[config.mk]
export PLATFORM = sky130hd
export DESIGN_NAME = dpdc_timer
export DESIGN_NICKNAME = d
export VERILOG_FILES = /design/src/dpdc_chan.v /design/src/dpdc_timer.v
export VERILOG_INCLUDE_DIRS = /design/src
export SDC_FILE = /design/constraint.sdc
export NUM_CORES = 1
export LEC_CHECK = 0
export ABC_AREA = 1
export BUFFER_PORTS_ARGS = -buffer_cell sky130_fd_sc_hd__buf_2
export CAP_MARGIN = 10
export CORE_MARGIN = 8
export CORE_UTILIZATION = 55
export DETAILED_ROUTE_END_ITERATION = 8
export PLACE_DENSITY = 0.78
export SLEW_MARGIN = 10
export SYNTH_ARGS = -nofsm -noshare
export SYNTH_HDL_FRONTEND = slang
export SYNTH_SLANG_ARGS = --single-unit
[constraint.sdc]
create_clock -name clock_in -period 2.6 [get_ports clock_in]
set_clock_uncertainty 0.1 [all_clocks]
set_input_delay 0.39 -clock clock_in [delete_from_list [all_inputs] [get_ports clock_in]]
set_output_delay 0.39 -clock clock_in [all_outputs]
set_load 0.01 [all_outputs]
[src/dpdc_regs.vh]
// constants for the dual prescaled down counter: offsets, fields, reset values, timing
// Notes on behaviour
// - two independent 8-bit counters, each with its own 6-bit prescaler
// - timer zero prescaler takes internal clock only; timer one may take external
// - each prescaler divides its input by a programmed ratio from 1 to 64
// - counter decrements per prescaler pulse from a loaded count of 1 to 256
// - end of count raises a separate request for each timer
// - counters can be started, stopped, resumed and restarted from initial value
// - single-pass mode halts at zero until restarted
// - continuous mode reloads initial value at end of count and keeps counting
// - reading counts disturbs nothing; prescaler contents are not readable
// - timer one source is internal clock divided by four or external pin
// - external input acts as clock, retrigger, one-shot trigger or gate; ext clock max 1 MHz
// - cascade routes timer zero output into timer one input
// - port3 line six outputs timer zero, timer one or the internal clock
`ifndef DPDC_REGS_VH
`define DPDC_REGS_VH

// register word index (byte address = index * 4)
`define DPDC_IDX_CTRL        4'h0
`define DPDC_IDX_RELOAD_A    4'h1
`define DPDC_IDX_RELOAD_B    4'h2
`define DPDC_IDX_SCALE_A     4'h3
`define DPDC_IDX_SCALE_B     4'h4
`define DPDC_IDX_COUNT_A     4'h5
`define DPDC_IDX_COUNT_B     4'h6
`define DPDC_IDX_MODE        4'h7
`define DPDC_IDX_STATUS      4'h8
`define DPDC_IDX_MASK        4'h9

// control register fields
`define DPDC_CTRL_RUN_A      0
`define DPDC_CTRL_RESTART_A  1
`define DPDC_CTRL_CONT_A     2
`define DPDC_CTRL_ACTIVE_A   3
`define DPDC_CTRL_RUN_B      4
`define DPDC_CTRL_RESTART_B  5
`define DPDC_CTRL_CONT_B     6
`define DPDC_CTRL_ACTIVE_B   7

// mode register fields
`define DPDC_MODE_SRC_LO     0
`define DPDC_MODE_SRC_HI     1
`define DPDC_MODE_RETRIG     2
`define DPDC_MODE_CASCADE    3
`define DPDC_MODE_OSEL_LO    4
`define DPDC_MODE_OSEL_HI    5
`define DPDC_MODE_OUT_EN     6

// timer one input modes
`define DPDC_SRC_INTERNAL    2'h0
`define DPDC_SRC_EXT_CLOCK   2'h1
`define DPDC_SRC_TRIGGER     2'h2
`define DPDC_SRC_GATE        2'h3

// output pin selections
`define DPDC_OSEL_TIMER_A    2'h0
`define DPDC_OSEL_TIMER_B    2'h1
`define DPDC_OSEL_INT_CLOCK  2'h2

// reset values
`define DPDC_RST_RELOAD      8'h00
`define DPDC_RST_SCALE       6'h00
`define DPDC_RST_MODE        7'h00
`define DPDC_RST_MASK        2'h0

// internal clock divider ahead of the prescalers
`define DPDC_INT_DIV         4
`define DPDC_INT_DIV_W       2
`define DPDC_INT_DIV_LAST    2'h3

// fastest external clock, in kHz
`define DPDC_EXT_CLK_MAX_KHZ 1000

`endif

[src/dpdc_chan.v]
// one counter channel: 6-bit prescaler feeding an 8-bit down counter
`timescale 1ns/100ps
module dpdc_chan #(
  parameter CW = 8,
  parameter PW = 6
) (
  // clock and reset
  input  wire          clock_in,
  input  wire          rst_n_in,
  // control
  input  wire          tick_in,
  input  wire          run_in,
  input  wire          load_in,
  input  wire          cont_in,
  input  wire [PW-1:0] scale_in,
  input  wire [CW-1:0] reload_in,
  // state
  output wire [CW-1:0] count_out,
  output wire          done_out,
  output wire          active_out
);

  reg [PW-1:0] pre_reg;
  reg [CW-1:0] cnt_reg;
  reg          act_reg;
  reg          done_reg;

  // a scale or reload of zero means the full range (64, 256)
  always @(posedge clock_in) begin
    if (!rst_n_in) begin
      pre_reg  <= {PW{1'b0}};
      cnt_reg  <= {CW{1'b0}};
      act_reg  <= 1'b0;
      done_reg <= 1'b0;
    end else begin
      done_reg <= 1'b0;
      if (load_in) begin
        cnt_reg <= reload_in;
        pre_reg <= scale_in - {{(PW-1){1'b0}}, 1'b1};
        act_reg <= 1'b1;
      end else if (act_reg && run_in && tick_in) begin
        if (pre_reg == {PW{1'b0}}) begin
          pre_reg <= scale_in - {{(PW-1){1'b0}}, 1'b1};
          if (cnt_reg == {{(CW-1){1'b0}}, 1'b1}) begin
            done_reg <= 1'b1;
            if (cont_in) begin
              cnt_reg <= reload_in;
            end else begin
              cnt_reg <= {CW{1'b0}};
              act_reg <= 1'b0;
            end
          end else begin
            cnt_reg <= cnt_reg - {{(CW-1){1'b0}}, 1'b1};
          end
        end else begin
          pre_reg <= pre_reg - {{(PW-1){1'b0}}, 1'b1};
        end
      end
    end
  end

  assign count_out  = cnt_reg;
  assign done_out   = done_reg;
  assign active_out = act_reg;

endmodule // dpdc_chan

[src/dpdc_timer.v]
// dual prescaled down counter top: avalon slave, two channels, input modes, output pin, interrupts
//
// Decided for this implementation: the Avalon-MM slave port and the register addresses.
`timescale 1ns/100ps
`include "dpdc_regs.vh"
module dpdc_timer #(
  parameter CW = 8,
  parameter PW = 6
) (
  // clock and reset
  input  wire        clock_in,
  input  wire        rst_n_in,
  // avalon-mm slave
  input  wire [5:0]  avs_address_in,
  input  wire        avs_read_in,
  input  wire        avs_write_in,
  input  wire [31:0] avs_writedata_in,
  input  wire [3:0]  avs_byteenable_in,
  output wire [31:0] avs_readdata_out,
  output wire        avs_waitrequest_out,
  // external timer input pin
  input  wire        timer_in_pin_in,
  // port3 line six timer output
  output wire        port3_line6_out,
  output wire        port3_line6_oe_out,
  // interrupts
  output wire        count_done_req_a_out,
  output wire        count_done_req_b_out,
  output wire        irq_out
);

  ////////////////////////////////////////////////////////////////////////
  // declarations

  reg           wait_reg;
  reg  [31:0]   rdata_reg;
  reg           run_a_reg;
  reg           cont_a_reg;
  reg           run_b_reg;
  reg           cont_b_reg;
  reg           restart_a_reg;
  reg           restart_b_reg;
  reg  [CW-1:0] reload_a_reg;
  reg  [CW-1:0] reload_b_reg;
  reg  [PW-1:0] scale_a_reg;
  reg  [PW-1:0] scale_b_reg;
  reg  [6:0]    mode_reg;
  reg  [1:0]    status_reg;
  reg  [1:0]    mask_reg;
  reg           irq_reg;
  reg  [`DPDC_INT_DIV_W-1:0] div_reg;
  reg           pin_meta_reg;
  reg           pin_sync_reg;
  reg           pin_prev_reg;
  reg           tog_a_reg;
  reg           tog_b_reg;
  reg           tog_clk_reg;
  reg           timer_out_pin_reg;
  reg           timer_out_pin_oe_reg;
  reg           tick_b_next;
  reg  [31:0]   rdata_next;
  reg  [1:0]    status_next;
  reg           timer_out_pin_next;

  wire          acc_go;
  wire          acc_wr;
  wire [3:0]    acc_idx;
  wire          tick_int;
  wire          ext_edge;
  wire [1:0]    src_mode;
  wire [1:0]    out_sel;
  wire          retrig;
  wire          cascade;
  wire          trig_load_b;
  wire          load_a;
  wire          load_b;
  wire [CW-1:0] count_a;
  wire [CW-1:0] count_b;
  wire          done_a;
  wire          done_b;
  wire          active_a;
  wire          active_b;
  wire [1:0]    clr_bits;

  ////////////////////////////////////////////////////////////////////////
  // bus handshake: one wait cycle, then the access completes

  // the access happens at the edge where waitrequest is seen low
  assign acc_go  = (avs_read_in || avs_write_in) && !wait_reg;
  assign acc_wr  = acc_go && avs_write_in && avs_byteenable_in[0];
  assign acc_idx = avs_address_in[5:2];

  always @(posedge clock_in) begin
    if (!rst_n_in) begin
      wait_reg <= 1'b1;
    end else if ((avs_read_in || avs_write_in) && wait_reg) begin
      wait_reg <= 1'b0;
    end else begin
      wait_reg <= 1'b1;
    end
  end

  ////////////////////////////////////////////////////////////////////////
  // read mux, latched during the wait cycle so data stand at completion

  always @* begin
    rdata_next = 32'h0000_0000;
    case (acc_idx)
      `DPDC_IDX_CTRL: begin
        rdata_next[`DPDC_CTRL_RUN_A]    = run_a_reg;
        rdata_next[`DPDC_CTRL_CONT_A]   = cont_a_reg;
        rdata_next[`DPDC_CTRL_ACTIVE_A] = active_a;
        rdata_next[`DPDC_CTRL_RUN_B]    = run_b_reg;
        rdata_next[`DPDC_CTRL_CONT_B]   = cont_b_reg;
        rdata_next[`DPDC_CTRL_ACTIVE_B] = active_b;
      end
      `DPDC_IDX_RELOAD_A: rdata_next[CW-1:0] = reload_a_reg;
      `DPDC_IDX_RELOAD_B: rdata_next[CW-1:0] = reload_b_reg;
      `DPDC_IDX_SCALE_A:  rdata_next[PW-1:0] = scale_a_reg;
      `DPDC_IDX_SCALE_B:  rdata_next[PW-1:0] = scale_b_reg;
      // live counts only; prescaler state has no read path at all
      `DPDC_IDX_COUNT_A:  rdata_next[CW-1:0] = count_a;
      `DPDC_IDX_COUNT_B:  rdata_next[CW-1:0] = count_b;
      `DPDC_IDX_MODE:     rdata_next[6:0]    = mode_reg;
      `DPDC_IDX_STATUS:   rdata_next[1:0]    = status_reg;
      `DPDC_IDX_MASK:     rdata_next[1:0]    = mask_reg;
      default:            rdata_next         = 32'h0000_0000;
    endcase
  end

  always @(posedge clock_in) begin
    if (!rst_n_in) begin
      rdata_reg <= 32'h0000_0000;
    end else if (avs_read_in && wait_reg) begin
      rdata_reg <= rdata_next;
    end
  end

  ////////////////////////////////////////////////////////////////////////
  // software registers

  always @(posedge clock_in) begin
    if (!rst_n_in) begin
      run_a_reg     <= 1'b0;
      cont_a_reg    <= 1'b0;
      run_b_reg     <= 1'b0;
      cont_b_reg    <= 1'b0;
      restart_a_reg <= 1'b0;
      restart_b_reg <= 1'b0;
      reload_a_reg  <= `DPDC_RST_RELOAD;
      reload_b_reg  <= `DPDC_RST_RELOAD;
      scale_a_reg   <= `DPDC_RST_SCALE;
      scale_b_reg   <= `DPDC_RST_SCALE;
      mode_reg      <= `DPDC_RST_MODE;
      mask_reg      <= `DPDC_RST_MASK;
    end else begin
      restart_a_reg <= 1'b0;
      restart_b_reg <= 1'b0;
      if (acc_wr) begin
        case (acc_idx)
          `DPDC_IDX_CTRL: begin
            // clearing run freezes the count; setting it again resumes
            run_a_reg     <= avs_writedata_in[`DPDC_CTRL_RUN_A];
            cont_a_reg    <= avs_writedata_in[`DPDC_CTRL_CONT_A];
            restart_a_reg <= avs_writedata_in[`DPDC_CTRL_RESTART_A];
            run_b_reg     <= avs_writedata_in[`DPDC_CTRL_RUN_B];
            cont_b_reg    <= avs_writedata_in[`DPDC_CTRL_CONT_B];
            restart_b_reg <= avs_writedata_in[`DPDC_CTRL_RESTART_B];
          end
          `DPDC_IDX_RELOAD_A: reload_a_reg <= avs_writedata_in[CW-1:0];
          `DPDC_IDX_RELOAD_B: reload_b_reg <= avs_writedata_in[CW-1:0];
          `DPDC_IDX_SCALE_A:  scale_a_reg  <= avs_writedata_in[PW-1:0];
          `DPDC_IDX_SCALE_B:  scale_b_reg  <= avs_writedata_in[PW-1:0];
          `DPDC_IDX_MODE:     mode_reg     <= avs_writedata_in[6:0];
          `DPDC_IDX_MASK:     mask_reg     <= avs_writedata_in[1:0];
          default: begin
          end
        endcase
      end
    end
  end

  assign src_mode = mode_reg[`DPDC_MODE_SRC_HI:`DPDC_MODE_SRC_LO];
  assign out_sel  = mode_reg[`DPDC_MODE_OSEL_HI:`DPDC_MODE_OSEL_LO];
  assign retrig   = mode_reg[`DPDC_MODE_RETRIG];
  assign cascade  = mode_reg[`DPDC_MODE_CASCADE];

  ////////////////////////////////////////////////////////////////////////
  // internal clock divided by four, and external pin synchroniser

  always @(posedge clock_in) begin
    if (!rst_n_in) begin
      div_reg <= {`DPDC_INT_DIV_W{1'b0}};
    end else begin
      div_reg <= div_reg + {{(`DPDC_INT_DIV_W-1){1'b0}}, 1'b1};
    end
  end

  assign tick_int = (div_reg == `DPDC_INT_DIV_LAST);

  // pin_meta_reg feeds only pin_sync_reg
  always @(posedge clock_in) begin
    if (!rst_n_in) begin
      pin_meta_reg <= 1'b0;
      pin_sync_reg <= 1'b0;
      pin_prev_reg <= 1'b0;
    end else begin
      pin_meta_reg <= timer_in_pin_in;
      pin_sync_reg <= pin_meta_reg;
      pin_prev_reg <= pin_sync_reg;
    end
  end

  // edge detect needs the pin high and low for a clock each; 1 MHz leaves margin
  assign ext_edge = pin_sync_reg && !pin_prev_reg;

  ////////////////////////////////////////////////////////////////////////
  // timer one input selection

  always @* begin
    tick_b_next = 1'b0;
    if (cascade) begin
      tick_b_next = done_a;
    end else begin
      case (src_mode)
        `DPDC_SRC_INTERNAL:  tick_b_next = tick_int;
        `DPDC_SRC_EXT_CLOCK: tick_b_next = ext_edge;
        `DPDC_SRC_TRIGGER:   tick_b_next = tick_int;
        `DPDC_SRC_GATE:      tick_b_next = tick_int && pin_sync_reg;
        default:             tick_b_next = 1'b0;
      endcase
    end
  end

  // a trigger edge starts a count; while active only a retriggerable mode reloads
  assign trig_load_b = (src_mode == `DPDC_SRC_TRIGGER) && ext_edge && (retrig || !active_b);
  assign load_a      = restart_a_reg;
  assign load_b      = restart_b_reg || trig_load_b;

  ////////////////////////////////////////////////////////////////////////
  // the two channels; timer zero only ever sees the internal clock

  dpdc_chan #(
    .CW (CW),
    .PW (PW)
  ) u_timer_zero (
    .clock_in   (clock_in),
    .rst_n_in   (rst_n_in),
    .tick_in    (tick_int),
    .run_in     (run_a_reg),
    .load_in    (load_a),
    .cont_in    (cont_a_reg),
    .scale_in   (scale_a_reg),
    .reload_in  (reload_a_reg),
    .count_out  (count_a),
    .done_out   (done_a),
    .active_out (active_a)
  );

  dpdc_chan #(
    .CW (CW),
    .PW (PW)
  ) u_timer_one (
    .clock_in   (clock_in),
    .rst_n_in   (rst_n_in),
    .tick_in    (tick_b_next),
    .run_in     (run_b_reg),
    .load_in    (load_b),
    .cont_in    (cont_b_reg),
    .scale_in   (scale_b_reg),
    .reload_in  (reload_b_reg),
    .count_out  (count_b),
    .done_out   (done_b),
    .active_out (active_b)
  );

  ////////////////////////////////////////////////////////////////////////
  // timer output pin: each timer toggles its line at end of count

  always @* begin
    case (out_sel)
      `DPDC_OSEL_TIMER_A:   timer_out_pin_next = tog_a_reg;
      `DPDC_OSEL_TIMER_B:   timer_out_pin_next = tog_b_reg;
      `DPDC_OSEL_INT_CLOCK: timer_out_pin_next = tog_clk_reg;
      default:              timer_out_pin_next = 1'b0;
    endcase
  end

  // the internal clock can only leave as half rate, since the pin comes from a flop
  always @(posedge clock_in) begin
    if (!rst_n_in) begin
      tog_a_reg   <= 1'b0;
      tog_b_reg   <= 1'b0;
      tog_clk_reg <= 1'b0;
      timer_out_pin_reg    <= 1'b0;
      timer_out_pin_oe_reg <= 1'b0;
    end else begin
      tog_a_reg   <= tog_a_reg ^ done_a;
      tog_b_reg   <= tog_b_reg ^ done_b;
      tog_clk_reg <= ~tog_clk_reg;
      timer_out_pin_reg    <= timer_out_pin_next;
      timer_out_pin_oe_reg <= mode_reg[`DPDC_MODE_OUT_EN];
    end
  end

  ////////////////////////////////////////////////////////////////////////
  // interrupt status: set on end of count, write one to clear, set wins

  assign clr_bits = (acc_wr && (acc_idx == `DPDC_IDX_STATUS)) ? avs_writedata_in[1:0] : 2'h0;

  always @* begin
    status_next    = status_reg & ~clr_bits;
    status_next[0] = status_next[0] | done_a;
    status_next[1] = status_next[1] | done_b;
  end

  always @(posedge clock_in) begin
    if (!rst_n_in) begin
      status_reg <= 2'h0;
      irq_reg    <= 1'b0;
    end else begin
      status_reg <= status_next;
      irq_reg    <= |(status_next & mask_reg);
    end
  end

  ////////////////////////////////////////////////////////////////////////
  // outputs

  assign avs_readdata_out     = rdata_reg;
  assign avs_waitrequest_out  = wait_reg;
  assign port3_line6_out      = timer_out_pin_reg;
  assign port3_line6_oe_out   = timer_out_pin_oe_reg;
  assign count_done_req_a_out = status_reg[0];
  assign count_done_req_b_out = status_reg[1];
  assign irq_out              = irq_reg;

endmodule // dpdc_timer

==> impl_metrics.py <==
metrics = {
    "timing": {
        "worst_pin_slew_ps": 798.8,
        "post-route-min-period_ps": 1799,
        "fmax_mhz": 556.0,
        "slew_headroom_pct": 46.42,
        "worst_slack_ps": 801.5,
        "final-setup-viol-count": 0,
        "rsz0062_at_grt": "false",
        "hold_viol_final": 0,
        "maxSlewViolCount": 0,
        "timing.setup.tns_ps": 0,
        "min_period_over_period_pct": 69.17,
    },
    "clocking": {
        "htreeDepth": 3,
        "post_cts_resized": 0,
        "ctsHoldBuffers": 0,
        "worstSkewPairLatency_ps": 370,
        "tritoncts": "done",
        "cts_setup_buffers": 0,
        "ctsRootBufferMaster": "clkbuf_8",
        "path_clk_slew_ps": 90,
        "clock-sinks": 97,
        "cts_buffers": 9,
        "clock_path_buffers": 2,
    },
    "synth": {
        "synth_area_leaders": "dfxtp_1 37%, nand2_1 12%, o21ai_0 9.3%, a21oi_1 7.1%, inv_1 6.7%",
        "synth_xor_area_share_pct": 2.703,
        "syn_inst": 766,
        "synth_compound_area_share_pct": 18.34,
        "ys_warn_count": 0,
        "syn_area_per_cell_um2": 6.767,
        "synth_edf_count": 0,
        "ys.flop_type": "dfxtp_1",
        "ys_ff_latch": 97,
        "yosys.area_share.simple_pct": 26.48,
        "async_flop_share_pct": 0,
        "synth_top_family_by_area": "simple AND/OR/NAND/NOR gates",
        "synth_top_cell_area_share_pct": 37.46,
        "synth_cell_types": 35,
        "seq_area_frac_synth_pct": 37.46,
        "synth_mux_area_share_pct": 0,
        "synth_area_um2": 5184,
        "synth-adder-area-share_pct": 2.655,
        "synth_top_area_cell": "dfxtp_1",
    },
    "cells_and_area": {
        "num-nets-final": 854,
        "fin_area_um2": 5527,
        "drive_gt1_share_pct": 9.125,
        "area_growth_pct": 6.614,
        "antenna-diode-count": 0,
    },
    "critical_path": {
        "cp_slowest_stage_delay_ps": 320,
        "crit_chain": "inv_1 > ha_1 > inv_1 > nor2_1 > nand2_1 > nand2_1 > o21ai_0 > o21ai_0 > a21oi_1",
        "critPathCaptureType": "flop",
        "crit_required_ps": 2730,
        "critPathArrivalTime_ps": 1930,
        "crit_slowest_cell": "dfxtp_1",
        "startpoint_type": "flop",
        "path_class": "flop to flop",
        "timing.reg2reg.setup_slack_ps": 800,
        "critPathMaxFanout": 7,
    },
    "floorplan": {
        "std_cell_rows": 35,
        "die_w_um": 113.1,
        "io_pins": 85,
        "core-area_um2": 9196,
        "dieArea_um2": 12790,
        "die_y_um": 113.1,
        "start_util_pct": 56.37,
    },
    "route": {
        "via_per_inst": 5.408,
        "drc": 0,
        "wire_per_inst_um": 14.97,
        "drt_wl_total_mm": 13.64,
        "drt-initial-drc-count": 537,
        "vias": 4927,
        "ant_nets": 0,
        "dr.pass1.iters": 5,
    },
    "flow_run": {
        "maxCapViolations": 0,
    },
    "global_route": {
        "grt.overflow.total": 0,
        "antenna_found_initial": 0,
        "grt_pass1_wl_mm": 22.01,
        "grt_usage_pct": 21.34,
        "grt_max_degree": 71,
        "first_global_vias": 4548,
    },
    "run_status": {
        "outcome": "finished clean",
    },
    "placement": {
        "numPortBuffers": 31,
        "dpl_worst_slack_ps": 714.7,
        "place_congestion": 0.9084,
        "post_dp_cell_area_um2": 5331,
        "hpwl_mm": 10.25,
    },
    "power_and_ir_drop": {
        "irDropWorstVdd_mv": 0.2560,
        "p_leak_nw": 2.470,
        "clkPwrFrac_pct": 37.5,
        "p_int_mw": 2.029,
        "switching_power_mw": 0.6425,
        "power_density_nw_per_um2": 483.5,
        "sw_frac_of_total_pct": 24.05,
        "share_seq_of_total_power_pct": 56.4,
        "combPwrFrac_pct": 6.1,
    },
    "hold_path": {
        "holdCritPathClass": "input port to flop",
    },
}
==> metal layers <==
layer,part of all wire [%],GRT usage [%],vias up
met5,0,0,-
met4,1.9,7.371,0
met3,6.7,3.727,21
met2,48,35.99,181
met1,43,26.79,2250
li1,-,-,2475
==> synth_stat cells (3+ instances only) <==
master      n
inv_1      93
nor2_1     82
xor2_1     10
nand2_4     3
a21oi_1    74
nand2_2     3
o21ai_0    96
ha_1       11
or2_2       3
nand3_1    38
buf_4      24
nor2_2      4
nor3_1      7
nand4_1     3
buf_2       3
dfxtp_1    97
inv_2       4
clkbuf_1    7
nand2_1   169
xnor2_1     6
nor2_4      6
o22ai_1     5
==> layout make-up <==
class	instances	area (um^2)
Tap cell	111	138.9
Sequential cell	97	1942
Inverter	100	389.1
Timing Repair Buffer	33	170.2
Clock inverter	3	40.04
Fill cell	896	3670
Clock buffer	12	155.1
Multi-Input combinational cell	555	2691
==> stage by stage <==
step	instances	total power [mW]	hold WS, ps	utilization, %
after floorplan	789	1.669	287.1	-
after detailed placement	896	1.701	304.6	57.97
final	911	2.672	98.51	60.10
after CTS	911	2.682	92.99	60.10
after global placement	896	1.698	298.1	57.97
after global routing	911	2.758	107.0	60.10
==> cells in the final DEF, fill, tap and decap left out, types with 3 or more instances in the layout <==
cell type	count
inv_1	93
nand2_1	169
xor2_1	10
nand4_1	3
buf_2	31
o21ai_0	96
a21oi_1	74
nor3_1	7
or2_2	3
inv_2	4
nand3_1	38
conb_1	24
nor2_2	4
nand2_4	3
nor2_4	6
dfxtp_1	97
nor2_1	82
clkbuf_8	11
o22ai_1	5
xnor2_1	6
nand2_2	3
ha_1	11
==> power by group through the flow <==
stage               clock network (mW)  registers (mW)  logic (mW)
floorplan                            0            1.54       0.129
finish                            1.00            1.51       0.164
CTS                               1.02            1.51       0.160
detailed placement                   0            1.54       0.160
global route                      1.07            1.51       0.182
global placement                     0            1.54       0.158
==> kinds of logic (layout without fill, tap and decap cells) <==
family,Yosys count,after routing
AO/OA/AOI/OAI,183,183
flip-flops,97,97
other,1,24
AND/OR/NAND/NOR,321,321
adder cells (fa/ha/maj),11,11
XOR/XNOR,16,16
buffers and inverters,137,148
==> worst paths after layout <==
kind | start | endpoint | cells after the start
worst min register to register | pin_meta_reg | pin_sync_reg | 2
worst max-delay path | u_timer_zero.count_out[1] | u_timer_zero.active_out | 9
worst max register to register | u_timer_zero.count_out[1] | u_timer_zero.active_out | 9
worst min-delay path | timer_in_pin_in | pin_meta_reg | 3
==> worst max-delay path, delay by kind of cell, from the launching register on <==
kind / cells / cell delay [ps]
simple gates: 3 / 440
fa+ha+maj: 1 / 190
flops: 1 / 320
buf+inv: 2 / 220
compound gates: 3 / 400
Note: power is estimated with default switching activity, not from simulation.
